**config.mk**
```make
export PLATFORM = sky130hd
export DESIGN_NAME = ebc_top
export DESIGN_NICKNAME = d
export VERILOG_FILES = /design/src/ebc_pkg.sv /design/src/ebc_sync_if.sv /design/src/ebc_sync.sv /design/src/ebc_top.sv
export SDC_FILE = /design/constraint.sdc
export NUM_CORES = 1
export LEC_CHECK = 0
export BUFFER_PORTS_ARGS = -buffer_cell sky130_fd_sc_hd__buf_2
export CAP_MARGIN = 40
export CORE_MARGIN = 1
export CORE_UTILIZATION = 45
export DETAILED_ROUTE_END_ITERATION = 8
export PLACE_DENSITY = 0.75
export SLEW_MARGIN = 20
export SYNTH_ARGS = -nofsm -noshare
export SYNTH_HDL_FRONTEND = slang
export SYNTH_SLANG_ARGS = --single-unit
```
**constraint.sdc**
```tcl
create_clock -name core_clk -period 1.93 [get_ports core_clk]
set_input_delay 0.386 -clock core_clk [delete_from_list [all_inputs] [get_ports core_clk]]
set_output_delay 0.386 -clock core_clk [all_outputs]
set_load 0.05 [all_outputs]
```
**src/ebc_pkg.sv**
```systemverilog
// Shared constants and types for the external bus control block
package ebc_pkg;
  // ----------------------------------------------------------------
  // Widths
  // ----------------------------------------------------------------
  localparam int EBC_DATA_W = 16;
  localparam int EBC_ADDR_W = 16;
  localparam int EBC_SYNC_W = 4;

  // ----------------------------------------------------------------
  // Synchroniser lane positions and idle levels
  // ----------------------------------------------------------------
  localparam int EBC_LANE_READY = 0;
  localparam int EBC_LANE_OFF = 1;
  localparam int EBC_LANE_HOLD = 2;
  localparam int EBC_LANE_BTEST = 3;
  // All four pins idle high, so off, hold and test leave reset inactive and ready leaves it asserted
  localparam logic [EBC_SYNC_W-1:0] EBC_SYNC_RST = 4'hf;

  // ----------------------------------------------------------------
  // Ready ageing: edges in a cycle before the filtered ready is fresh
  // ----------------------------------------------------------------
  localparam int EBC_LAT_W = 3;
  localparam logic [EBC_LAT_W-1:0] EBC_READY_LAT = 3'h4;
  localparam logic [EBC_LAT_W-1:0] EBC_LAT_ONE = 3'h1;
  localparam logic [EBC_LAT_W-1:0] EBC_LAT_ZERO = 3'h0;

  // ----------------------------------------------------------------
  // Address spaces and bus cycle states
  // ----------------------------------------------------------------
  typedef enum logic [1:0] {EBC_SP_PROG, EBC_SP_DATA, EBC_SP_IO} ebc_space_t;
  typedef enum {EBC_IDLE, EBC_ACCESS, EBC_LAST, EBC_HOLD} ebc_state_t;

  localparam logic [EBC_DATA_W-1:0] EBC_DATA_RST = 16'h0000;
  localparam logic [EBC_ADDR_W-1:0] EBC_ADDR_RST = 16'h0000;
endpackage

```
**src/ebc_sync_if.sv**
```systemverilog
// Carrier between the pin synchroniser and the bus controller
`timescale 1ns/100ps
interface ebc_sync_if;
  import ebc_pkg::*;
  logic [EBC_SYNC_W-1:0] raw;
  logic [EBC_SYNC_W-1:0] clean;
  modport ctrl (output raw, input clean);
  modport sync (input raw, output clean);
endinterface

```
**src/ebc_sync.sv**
```systemverilog
// Three-stage pin synchroniser with agreement filter, one lane per bit
`timescale 1ns/100ps
module ebc_sync
  import ebc_pkg::*;
(
  input wire logic core_clk,
  input wire logic rst,
  ebc_sync_if.sync sif
);
  // ----------------------------------------------------------------
  // Per-lane stages
  // ----------------------------------------------------------------
  genvar g;
  generate
    for (g = 0; g < EBC_SYNC_W; g++)
    begin : g_lane
      logic s1_r;
      logic s2_r;
      logic s3_r;
      logic out_r;
      // Stage one feeds stage two only; out moves once two and three agree
      always_ff @(posedge core_clk)
      begin
        if (rst)
        begin
          s1_r <= EBC_SYNC_RST[g];
          s2_r <= EBC_SYNC_RST[g];
          s3_r <= EBC_SYNC_RST[g];
          out_r <= EBC_SYNC_RST[g];
        end
        else
        begin
          s1_r <= sif.raw[g];
          s2_r <= s1_r;
          s3_r <= s2_r;
          if (s2_r == s3_r)
            out_r <= s3_r;
        end
      end
      assign sif.clean[g] = out_r;
    end
  endgenerate
endmodule

```
**src/ebc_top.sv**
```systemverilog
// External bus control signals: strobes, selects, hold, flag and branch test
//
// Summary of operation
// - Write strobe falls as data bus driven.
// - Write strobe pulses for every space.
// - Output-disable low floats the control outputs.
// - Bus-cycle strobe low only during cycles.
// - Global request asserted on global data access.
// - Hold floats bus, asserts hold acknowledge.
// - Software flag output held until rewritten.
// - Branch taken only when test input low.
// - Ready low extends cycle one wait each.
// - Only addressed space select goes low.
// - Direction high except during external writes.
`timescale 1ns/100ps
module ebc_top
  import ebc_pkg::*;
(
  input wire logic core_clk,
  input wire logic rst,
  input wire logic req_valid,
  output logic req_ready,
  input wire logic req_write,
  input wire ebc_space_t req_space,
  input wire logic req_global,
  input wire logic [EBC_ADDR_W-1:0] req_addr,
  input wire logic [EBC_DATA_W-1:0] req_wdata,
  output logic rsp_valid,
  output logic [EBC_DATA_W-1:0] rsp_rdata,
  input wire logic sw_flag_wr,
  input wire logic sw_flag_val,
  input wire logic branch_on_test_low_instr,
  output logic branch_taken,
  input wire logic ready_in,
  input wire logic output_disable_n,
  input wire logic hold_req_n,
  input wire logic branch_test_in_n,
  output logic [EBC_ADDR_W-1:0] addr_out,
  output logic addr_oe,
  output logic [EBC_DATA_W-1:0] data_out,
  output logic data_oe,
  input wire logic [EBC_DATA_W-1:0] data_in,
  output logic write_strobe_n,
  output logic bus_cycle_strobe_n,
  output logic program_space_sel_n,
  output logic data_space_sel_n,
  output logic io_space_sel_n,
  output logic read_write,
  output logic mem_ctl_oe,
  output logic global_request_n,
  output logic hold_ack_n,
  output logic multi_oe,
  output logic software_flag_out,
  output logic software_flag_oe
);
  // ----------------------------------------------------------------
  // Pin synchronisation
  // ----------------------------------------------------------------
  ebc_sync_if sif ();
  assign sif.raw[EBC_LANE_READY] = ready_in;
  assign sif.raw[EBC_LANE_OFF] = output_disable_n;
  assign sif.raw[EBC_LANE_HOLD] = hold_req_n;
  assign sif.raw[EBC_LANE_BTEST] = branch_test_in_n;

  ebc_sync u_sync (
    .core_clk (core_clk),
    .rst (rst),
    .sif (sif)
  );

  logic ready_s;
  logic off_s_n;
  logic hold_s_n;
  logic btest_s_n;
  assign ready_s = sif.clean[EBC_LANE_READY];
  assign off_s_n = sif.clean[EBC_LANE_OFF];
  assign hold_s_n = sif.clean[EBC_LANE_HOLD];
  assign btest_s_n = sif.clean[EBC_LANE_BTEST];

  // ----------------------------------------------------------------
  // Bus cycle sequencer
  // ----------------------------------------------------------------
  ebc_state_t state_r;
  ebc_state_t state_nxt;
  logic wr_r;
  ebc_space_t space_r;
  logic global_r;
  logic [EBC_ADDR_W-1:0] addr_r;
  logic [EBC_DATA_W-1:0] wdata_r;
  logic take;
  logic in_cycle;
  logic [EBC_LAT_W-1:0] acc_cnt_r;
  logic [EBC_LAT_W-1:0] acc_cnt_nxt;
  logic ready_seen;

  // Hold is granted only between cycles, so a cycle never tears
  assign req_ready = (state_r == EBC_IDLE) && hold_s_n;
  assign take = req_valid && req_ready;
  assign in_cycle = (state_r == EBC_ACCESS) || (state_r == EBC_LAST);

  // ready honoured once filter saw cycle
  // Ready rides the pin filter, so a level left over from the last
  // cycle must age out before it may end this one
  assign ready_seen = (acc_cnt_r == EBC_READY_LAT);
  assign acc_cnt_nxt = (state_r != EBC_ACCESS) ? EBC_LAT_ZERO :
    (ready_seen ? acc_cnt_r : acc_cnt_r + EBC_LAT_ONE);

  always_comb
  begin
    state_nxt = state_r;
    case (state_r)
      EBC_IDLE:
      begin
        if (!hold_s_n)
          state_nxt = EBC_HOLD;
        else if (req_valid)
          state_nxt = EBC_ACCESS;
      end
      EBC_ACCESS:
        if (ready_s && ready_seen)
          state_nxt = EBC_LAST;
      EBC_LAST:
        state_nxt = EBC_IDLE;
      EBC_HOLD:
        if (hold_s_n)
          state_nxt = EBC_IDLE;
      default:
        state_nxt = EBC_IDLE;
    endcase
  end

  always_ff @(posedge core_clk)
  begin
    if (rst)
    begin
      state_r <= EBC_IDLE;
      acc_cnt_r <= EBC_LAT_ZERO;
    end
    else
    begin
      state_r <= state_nxt;
      acc_cnt_r <= acc_cnt_nxt;
    end
  end

  // Request fields held for the whole cycle
  always_ff @(posedge core_clk)
  begin
    if (rst)
    begin
      wr_r <= 1'b0;
      space_r <= EBC_SP_PROG;
      global_r <= 1'b0;
      addr_r <= EBC_ADDR_RST;
      wdata_r <= EBC_DATA_RST;
    end
    else if (take)
    begin
      wr_r <= req_write;
      space_r <= req_space;
      global_r <= req_global && (req_space == EBC_SP_DATA);
      addr_r <= req_addr;
      wdata_r <= req_wdata;
    end
  end

  // Read data sampled at the close of the final state
  always_ff @(posedge core_clk)
  begin
    if (rst)
    begin
      rsp_valid <= 1'b0;
      rsp_rdata <= EBC_DATA_RST;
    end
    else
    begin
      rsp_valid <= (state_r == EBC_LAST);
      if ((state_r == EBC_LAST) && !wr_r)
        rsp_rdata <= data_in;
    end
  end

  // ----------------------------------------------------------------
  // Pin levels
  // ----------------------------------------------------------------
  // strobe low for each cycle
  assign bus_cycle_strobe_n = !in_cycle;
  assign write_strobe_n = !(wr_r && (state_r == EBC_ACCESS));
  assign data_out = wdata_r;
  assign read_write = !(wr_r && in_cycle);
  assign program_space_sel_n = !(in_cycle && (space_r == EBC_SP_PROG));
  assign data_space_sel_n = !(in_cycle && (space_r == EBC_SP_DATA));
  assign io_space_sel_n = !(in_cycle && (space_r == EBC_SP_IO));
  assign global_request_n = !(in_cycle && global_r);
  assign addr_out = addr_r;

  assign hold_ack_n = (state_r != EBC_HOLD);
  assign mem_ctl_oe = off_s_n && (state_r != EBC_HOLD);
  assign addr_oe = mem_ctl_oe;
  assign data_oe = mem_ctl_oe && wr_r && in_cycle;
  assign multi_oe = off_s_n;
  assign software_flag_oe = off_s_n;

  // ----------------------------------------------------------------
  // Software flag and branch test
  // ----------------------------------------------------------------
  // latch flag until rewritten
  always_ff @(posedge core_clk)
  begin
    if (rst)
      software_flag_out <= 1'b0;
    else if (sw_flag_wr)
      software_flag_out <= sw_flag_val;
  end

  always_ff @(posedge core_clk)
  begin
    if (rst)
      branch_taken <= 1'b0;
    else
      branch_taken <= branch_on_test_low_instr && !btest_s_n;
  end
endmodule

```
==> summary.md, run 1 <==
| Metric | Value |
|---|---|
| Status | `finished with violations` |
| Failing checks | `setup timing` |
| Synth Area in Compound Gates | `0.126` |
| Largest net degree at the start of global routing | `31` |
| Post-synthesis mux area share | `0.00728` |
| DRT Pass-1 Iters | `5` |
| Power per cell area | `1410 nW/um2` |
| Dpl hpwl | `between 4000 and 5000 um` |
| Top sig layer | `met4` |
| Vias after detailed routing | `roughly 2,500` |
| Number of synthesized flops with an enable pin | `0` |
| Reg2Reg Depth | `7` |
| Normalized max-slew margin | `0.606` |
| Max Transition Viols Final | `0` |
| Clk pin slew, worst setup/hold paths | `roughly 0.08 ns` |
| # hold bufs at CTS | `0` |
| Actual slew at the worst max-slew pin | `about 0.59 ns` |
| Minimum clock period | `1.95 ns` |
| CP max-delay cell | `dfxtp_4` |
| 1st-iter DRT viols | `62` |
| Switching Share | `0.405` |
| Final std cells w/o fill | `about 530` |
| Gate power share | `0.392` |
| Routed wl met3 | `roughly 400 um` |
| Syn-to-layout area delta | `36.2%` |
| CP endpoint | `program_space_sel_n` |
| Fin Setup TNS | `-0.0241 ns` |
| Post-synth ARST share | `0` |
| Netlist Area Pre-Place | `2750 um2` |
| Root buffer cell | `clkbuf_8` |
| Initial antenna violation count | `0` |
| CTS tree | `built` |
| H-tree Lvls | `3` |
| Psw | `approximately 2100 uW` |
| P_int | `3150 uW` |
| Design Power | `approximately 5300 uW` |
| Final WL | `between 6000 and 7000 um` |
| First-pass GRT wire length | `10,300 um` |
| Worst setup startpoint | `state_r[1]` |
| Max-Cap Viols | `0` |
| Worst IR Drop VDD | `between 0.7 and 0.8 mV` |
| FP Rows | `28` |
| Filler instances | `542` |
| Post-Syn Instances | `approximately 330` |
| Critical path buffers and inverters | `3` |
| Largest family of logic cells by synthesized area | `simple AND/OR/NAND/NOR gates` |
| CTS buffer count | `9` |
| Synthesized Nets | `397` |
| Top Family by Delay on Critical Path | `flip-flops` |
| Vias in the first global route | `2,381` |
| Register Area | `1530 um2` |
| Max frequency | `around 510 MHz` |
| ANT cells | `0` |
| Post-synthesis sequential area ratio | `0.553` |
| Routed length per instance | `roughly 12 um` |
| Critical path class | `flip-flop to output pin` |
| Final Cycle Share | `1.01` |
| Slowest Stage Delay on Critical Path | `around 0.38 ns` |
| R2R Setup Slk | `around 0.26 ns` |
| Yosys reg bits | `76` |
| Worst path cell trace | `inv_4, ha_4, inv_2, or3_4, buf_8` |
| WP data arrival | `1.57 ns` |
| RSZ-0062 raised after global routing | `yes` |
| Placed cells | `~510` |
| CTS Buffer Depth | `2` |
| CP Depth | `5` |
| Die span in x | `approximately 80 um` |
| Worst Path Required | `1.54 ns` |
| Area of the multi-input gates | `1130 um2` |
| Mean Syn Cell Area | `8.39 um2` |
| Reg2reg start | `state_r[0]` |
| Vias per cell | `around 4.8` |
| R2r endpoint | `rsp_rdata[12]` |
| Post-Layout Inst Area | `approximately 3700 um2` |
| Global-route usage over all layers | `0.211` |
| Die Height | `80.2 um` |
| Count of cell types in the netlist | `29` |
| Port Buffers | `around 130` |
| Met2 WL | `~3200 um` |
| Simple-gate share of the synthesized area | `0.231` |
| Clock share of power | `0.247` |
| Total core area | `5920 um2` |
| Final hold vios | `0` |
| Layout cells sized above 1 | `0.386` |
| Post-synthesis xor/xnor area fraction | `0.00318` |
| Commonest non-fill, non-tap cell in the layout | `buf_2` |
| GR Overflow Total | `0` |
| DRC | `0` |
| CP endpoint kind | `output pin` |
| Sequential share of power | `0.361` |
| Hold_ws | `0.224 ns` |
| Critical Path Start Type | `flip-flop` |
| Routed Antenna Nets | `0` |
| Initial Util | `0.465` |
| Clock Skews | `around 0.012 ns` |
| Fin worst setup slack | `-0.0241 ns` |
| Number of I/O pins | `roughly 130` |
| Post-Place Cell Area | `around 3500 um2` |
| Worst hold-check path type | `input pin to flip-flop` |
| Metal1 wirelength | `about 2800 um` |
| Crit path max fanout | `4` |
| Synth Area in Adders | `0.0318` |
| Leakage power | `between 0.0015 and 0.002 uW` |
| Primary FF master, synth | `dfxtp_1` |
| Yosys warns | `0` |
| Die area | `around 6400 um2` |
| GP Congestion | `0.742` |
| Worst-Skew Late Latency | `0.34 ns` |
| Nets | `523` |
| Final Setup Violations | `1` |
| Most frequent cells in the layout | `buf_2 (122), nand2_1 (112), dfxtp_1 (74)` |
| CTS sink cnt | `76` |
[synth_stat cells (2+ instances only)]
cell      instances  area, um2
nand2_1         112        420
dfxtp_1          76       1520
a21oi_1          57        285
or2_2            12       75.1
clkbuf_1         11       41.3
inv_1             9       33.8
nor2_1            8       30.0
ha_1              7       87.6
buf_4             5       37.5
nor2b_1           4       25.0
o21ai_0           4       20.0
buf_2             3       15.0
mux2i_1           2       20.0
nand3_1           2       10.0
nand3b_1          2       15.0
[how the worst min path moves through the flow]
stage / start / to / slack [ns] / cells past startpoint
global route: hold_req_n / u_sync.g_lane[2].s1_r / 0.21 / 2
global placement: u_sync.g_lane[3].s1_r / u_sync.g_lane[3].s2_r / 0.39 / 1
finish: hold_req_n / u_sync.g_lane[2].s1_r / 0.22 / 2
detailed placement: u_sync.g_lane[1].s1_r / u_sync.g_lane[1].s2_r / 0.39 / 1
CTS: hold_req_n / u_sync.g_lane[2].s1_r / 0.21 / 2
floorplan: u_sync.g_lane[0].s1_r / u_sync.g_lane[0].s2_r / 0.39 / 1
[power groups by stage]
stage | Combinational, uW | Clock, uW | Sequential (uW)
2_1_floorplan | 900 | 0 | 2510
3_3_place_gp | 1890 | 0 | 1920
3_5_place_dp | 1930 | 0 | 1930
4_1_cts | 2050 | 1330 | 1900
5_1_grt | 2220 | 1420 | 1940
6_report | 2070 | 1310 | 1910
[cells by family (layout without fill, tap and decap cells)]
| kind of cell | after synthesis | after routing |
|---|---|---|
| simple gates | 148 | 148 |
| compound gates | 65 | 65 |
| flops | 76 | 76 |
| xor+xnor | 1 | 1 |
| buf+inv | 29 | 160 |
| fa+ha+maj | 7 | 7 |
| mux | 2 | 2 |
[metrics by stage]
step                setup slack, ns   util
CTS                         -0.0299  0.629
global placement              0.178  0.583
global route                -0.0777  0.633
finish                      -0.0241  0.633
floorplan                    0.0201      -
detailed placement            0.135  0.584
[state kept, by name (all words and copies together) (netlist names)]
signal,cells
state_r,2
data_out,16
u_sync.g_lane.out_r,4
u_sync.g_lane.s3_r,4
u_sync.g_lane.s2_r,4
software_flag_out,1
wr_r,1
addr_out,16
global_r,1
rsp_rdata,16
space_r,2
rsp_valid,1
acc_cnt_r,3
branch_taken,1
u_sync.g_lane.s1_r,4
[routing by layer]
layer  vias up  GRT usage
met5         -          0
met4         0     0.0732
met3         6     0.0750
met2        75      0.371
met1      1162      0.233
li1       1305          -
[worst register-to-register path, cell delays in order, from the launching register on]
cell      delay, ns
dfxtp_2        0.37
inv_2          0.06
buf_4          0.13
buf_4          0.13
ha_1           0.21
nand2b_1       0.44
nand2_1        0.11
a21oi_1        0.17
[final cells by class]
class	instances	share of cell area
multi-input cells	223	0.302
flip-flops and latches	76	0.407
inverters	9	0.00969
repair buffers	135	0.198
clock inverters	6	0.0237
clock buffers	10	0.0341
well taps	75	0.0251
[repair_timing]
action	4_1_cts	5_1_grt
setup endpoints to repair	6	5
pin swaps	1	1
gates resized for setup	9	7
buffers inserted	3	1
Power figures use the tool's default switching activity.
==> run 2: changes to the inputs <==
- CORE_MARGIN: 1 -> 2
- SYNTH_HIERARCHICAL: default -> 1
==> run 2 against run 1 <==
The run still ends with setup timing left. Worst hold slack improved by 0.0051 ns. Die area is 5.8% higher. Sequential share of layout area rose by 0.40 points. Critical path type unchanged. Largest cell class unchanged.
==> summary.md, run 2 <==
| Metric | Value |
|---|---|
| Status | `finished with violations` |
| Failing checks | `setup timing` |
| Max-Cap Viols | `0` |
| Die span in x | `just over 80 um` |
| Synth area leader | `dfxtp_1` |
| Yosys warns | `6` |
| Worst IR Drop VDD | `0.921 mV` |
| Number of synthesized flops with an enable pin | `0` |
| Vias in the first global route | `2,176` |
| Share of the synthesized area in the top cell type | `0.549` |
| Critical path class | `flip-flop to output pin` |
| Worst path cell trace | `inv_4, ha_4, inv_2, or3_4, buf_8` |
| Top Family by Delay on Critical Path | `flip-flops` |
| Routed length per instance | `12.1 um` |
| P_int | `2990 uW` |
| Layout cells sized above 1 | `0.352` |
| Die area | `~7000 um2` |
| CP max-delay cell | `dfxtp_4` |
| Die Height | `82.5 um` |
| Largest net degree at the start of global routing | `57` |
| Leakage power | `between 0.0015 and 0.002 uW` |
| Place WS | `~0.12 ns` |
| GR Overflow Total | `0` |
| Post-Syn Instances | `between 300 and 400` |
| Filler instances | `541` |
| DRC | `0` |
| Most frequent cells in the layout | `buf_2 (120), nand2_1 (112), dfxtp_1 (74)` |
| CP endpoint kind | `output pin` |
| GP Congestion | `roughly 0.7` |
| Minimum clock period | `1.94 ns` |
| ANT cells | `0` |
| Global-route usage over all layers | `0.184` |
| H-tree Lvls | `3` |
| Commonest cells in the netlist | `nand2_1 (112), dfxtp_1 (76), a21oi_1 (57)` |
| Clk pin slew, worst setup/hold paths | `0.07 ns` |
| Sequential share of power | `0.375` |
| Max Transition Viols Final | `0` |
| Count of cell types in the netlist | `29` |
| Nets | `between 500 and 600` |
| Gate power share | `0.404` |
| CTS tree | `built` |
| Final WL | `~6500 um` |
| Ranking of synthesized cells by area | `dfxtp_1 (55%), nand2_1 (15%), a21oi_1 (10%)` |
| Actual slew at the worst max-slew pin | `0.713 ns` |
| Yosys reg bits | `76` |
| Count leader, synth | `nand2_1` |
| Crit path max fanout | `4` |
| Clock share of power | `0.221` |
| # hold bufs at CTS | `0` |
| CTS buffer count | `9` |
| Commonest non-fill, non-tap cell in the layout | `buf_2` |
| Critical Path Start Type | `flip-flop` |
| Psw | `between 2000 and 2500 uW` |
| Power per cell area | `approximately 1400 nW/um2` |
| RSZ-0062 raised after global routing | `yes` |
| Worst-Skew Late Latency | `~0.34 ns` |
| Vias after detailed routing | `~2,500` |
| Port Buffers | `about 130` |
| Post-synth ARST share | `0` |
| Initial Util | `0.468` |
| CTS Buffer Depth | `2` |
| Mean Syn Cell Area | `around 8.4 um2` |
| Root buffer cell | `clkbuf_8` |
| Post-synthesis sequential area ratio | `0.549` |
| Switching Share | `0.412` |
| Dpl hpwl | `roughly 4500 um` |
| Normalized max-slew margin | `0.524` |
| Syn-to-layout area delta | `33.9%` |
| Netlist Area Pre-Place | `between 2000 and 3000 um2` |
| Fin worst setup slack | `-0.00659 ns` |
| Worst hold-check path type | `input pin to flip-flop` |
| 1st-iter DRT viols | `90` |
| Synthesized Nets | `~400` |
| Final hold vios | `0` |
| Post-layout util | `0.627` |
| First-pass GRT wire length | `between 9000 and 10,000 um` |
| FP Rows | `28` |
| Vias per cell | `about 4.8` |
| DRT Pass-1 Iters | `4` |
| Critical path buffers and inverters | `3` |
| Final Cycle Share | `1.00` |
| Clock Skews | `between 0.01 and 0.015 ns` |
| CTS sink cnt | `76` |
| Max frequency | `516 MHz` |
| Primary FF master, synth | `dfxtp_1` |
| Routed Antenna Nets | `0` |
| Slowest Stage Delay on Critical Path | `~0.38 ns` |
| Worst Path Required | `1.54 ns` |
| Total core area | `just under 6000 um2` |
| WP data arrival | `about 1.6 ns` |
| Initial antenna violation count | `0` |
| Final Setup Violations | `1` |
| Number of I/O pins | `approximately 130` |
==> run 2: cell count changes after synthesis, sizes merged <==
cell | before | now
o21ai | 4 | 0
o21bai | 0 | 4
buf | 8 | 14
clkbuf | 12 | 10
ha | 7 | 6
==> run 2: final cells by class <==
type                            count  area, um2  area share
Multi-Input combinational cell    222       1120       0.302
Sequential cell                    76       1530       0.411
Inverter                            9       36.3     0.00978
Clock inverter                      6       55.1      0.0148
Clock buffer                       10        128      0.0344
Timing Repair Buffer              135        749       0.202
Tap cell                           75       93.8      0.0253
==> run 2: what timing repair did <==
| action | 4_1_cts | 5_1_grt |
|---|---|---|
| buffers inserted | 4 | 1 |
| endpoints found under the setup margin | 7 | 6 |
| pin swaps | 1 | 1 |
| gates resized for setup | 9 | 10 |
==> run 2: cells by family after synthesis <==
logic type | after synthesis | synth area share
flip-flops | 76 | 0.549
AO/OA/AOI/OAI | 65 | 0.127
buffers and inverters | 33 | 0.0591
AND/OR/NAND/NOR | 148 | 0.227
XOR/XNOR | 1 | 0.00316
multiplexers | 2 | 0.00722
adder cells (fa/ha/maj) | 6 | 0.0271
==> run 2: worst paths after layout <==
| kind | slack, ns | end | depth (start not counted) | from |
|---|---|---|---|---|
| max | -0.007 | program_space_sel_n | 5 | state_r[0] |
| min | 0.23 | u_sync/g_lane[0].s1_r | 2 | ready_in |
| max reg2reg | 0.19 | rsp_rdata[11] | 6 | state_r[1] |
| min reg2reg | 0.41 | u_sync/g_lane[2].s2_r | 1 | u_sync/g_lane[2].s1_r |
==> run 2: routing by layer <==
layer  vias up  track usage  part of all wire
li1       1299            -                 -
met1      1149        0.210              0.43
met2        85        0.316              0.49
met3        10       0.0576             0.072
met4         0       0.0750             0.015
met5         -            0                 0
==> run 2: power by group through the flow <==
| stage | clock, uW | sequential [uW] | combinational (uW) |
|---|---|---|---|
| 4_1_cts | 1150 | 1900 | 2030 |
| 3_5_place_dp | 0 | 1930 | 1900 |
| 6_report | 1120 | 1910 | 2060 |
| 3_3_place_gp | 0 | 1920 | 1870 |
| 5_1_grt | 1240 | 1930 | 2200 |
| 2_1_floorplan | 0 | 2510 | 873 |
==> run 2: stage by stage <==
step / instance area, um2 / cells / power, uW / hold WS [ns] / TNS, ns
floorplan: 2790 / 331 / 3380 / 0.383 / 0
global placement: 3430 / 511 / 3790 / 0.385 / 0
detailed placement: 3440 / 512 / 3830 / 0.394 / 0
CTS: 3680 / 532 / 5080 / 0.216 / -0.0301
global route: 3710 / 533 / 5370 / 0.212 / -0.0749
finish: 3710 / 533 / 5080 / 0.229 / -0.00659
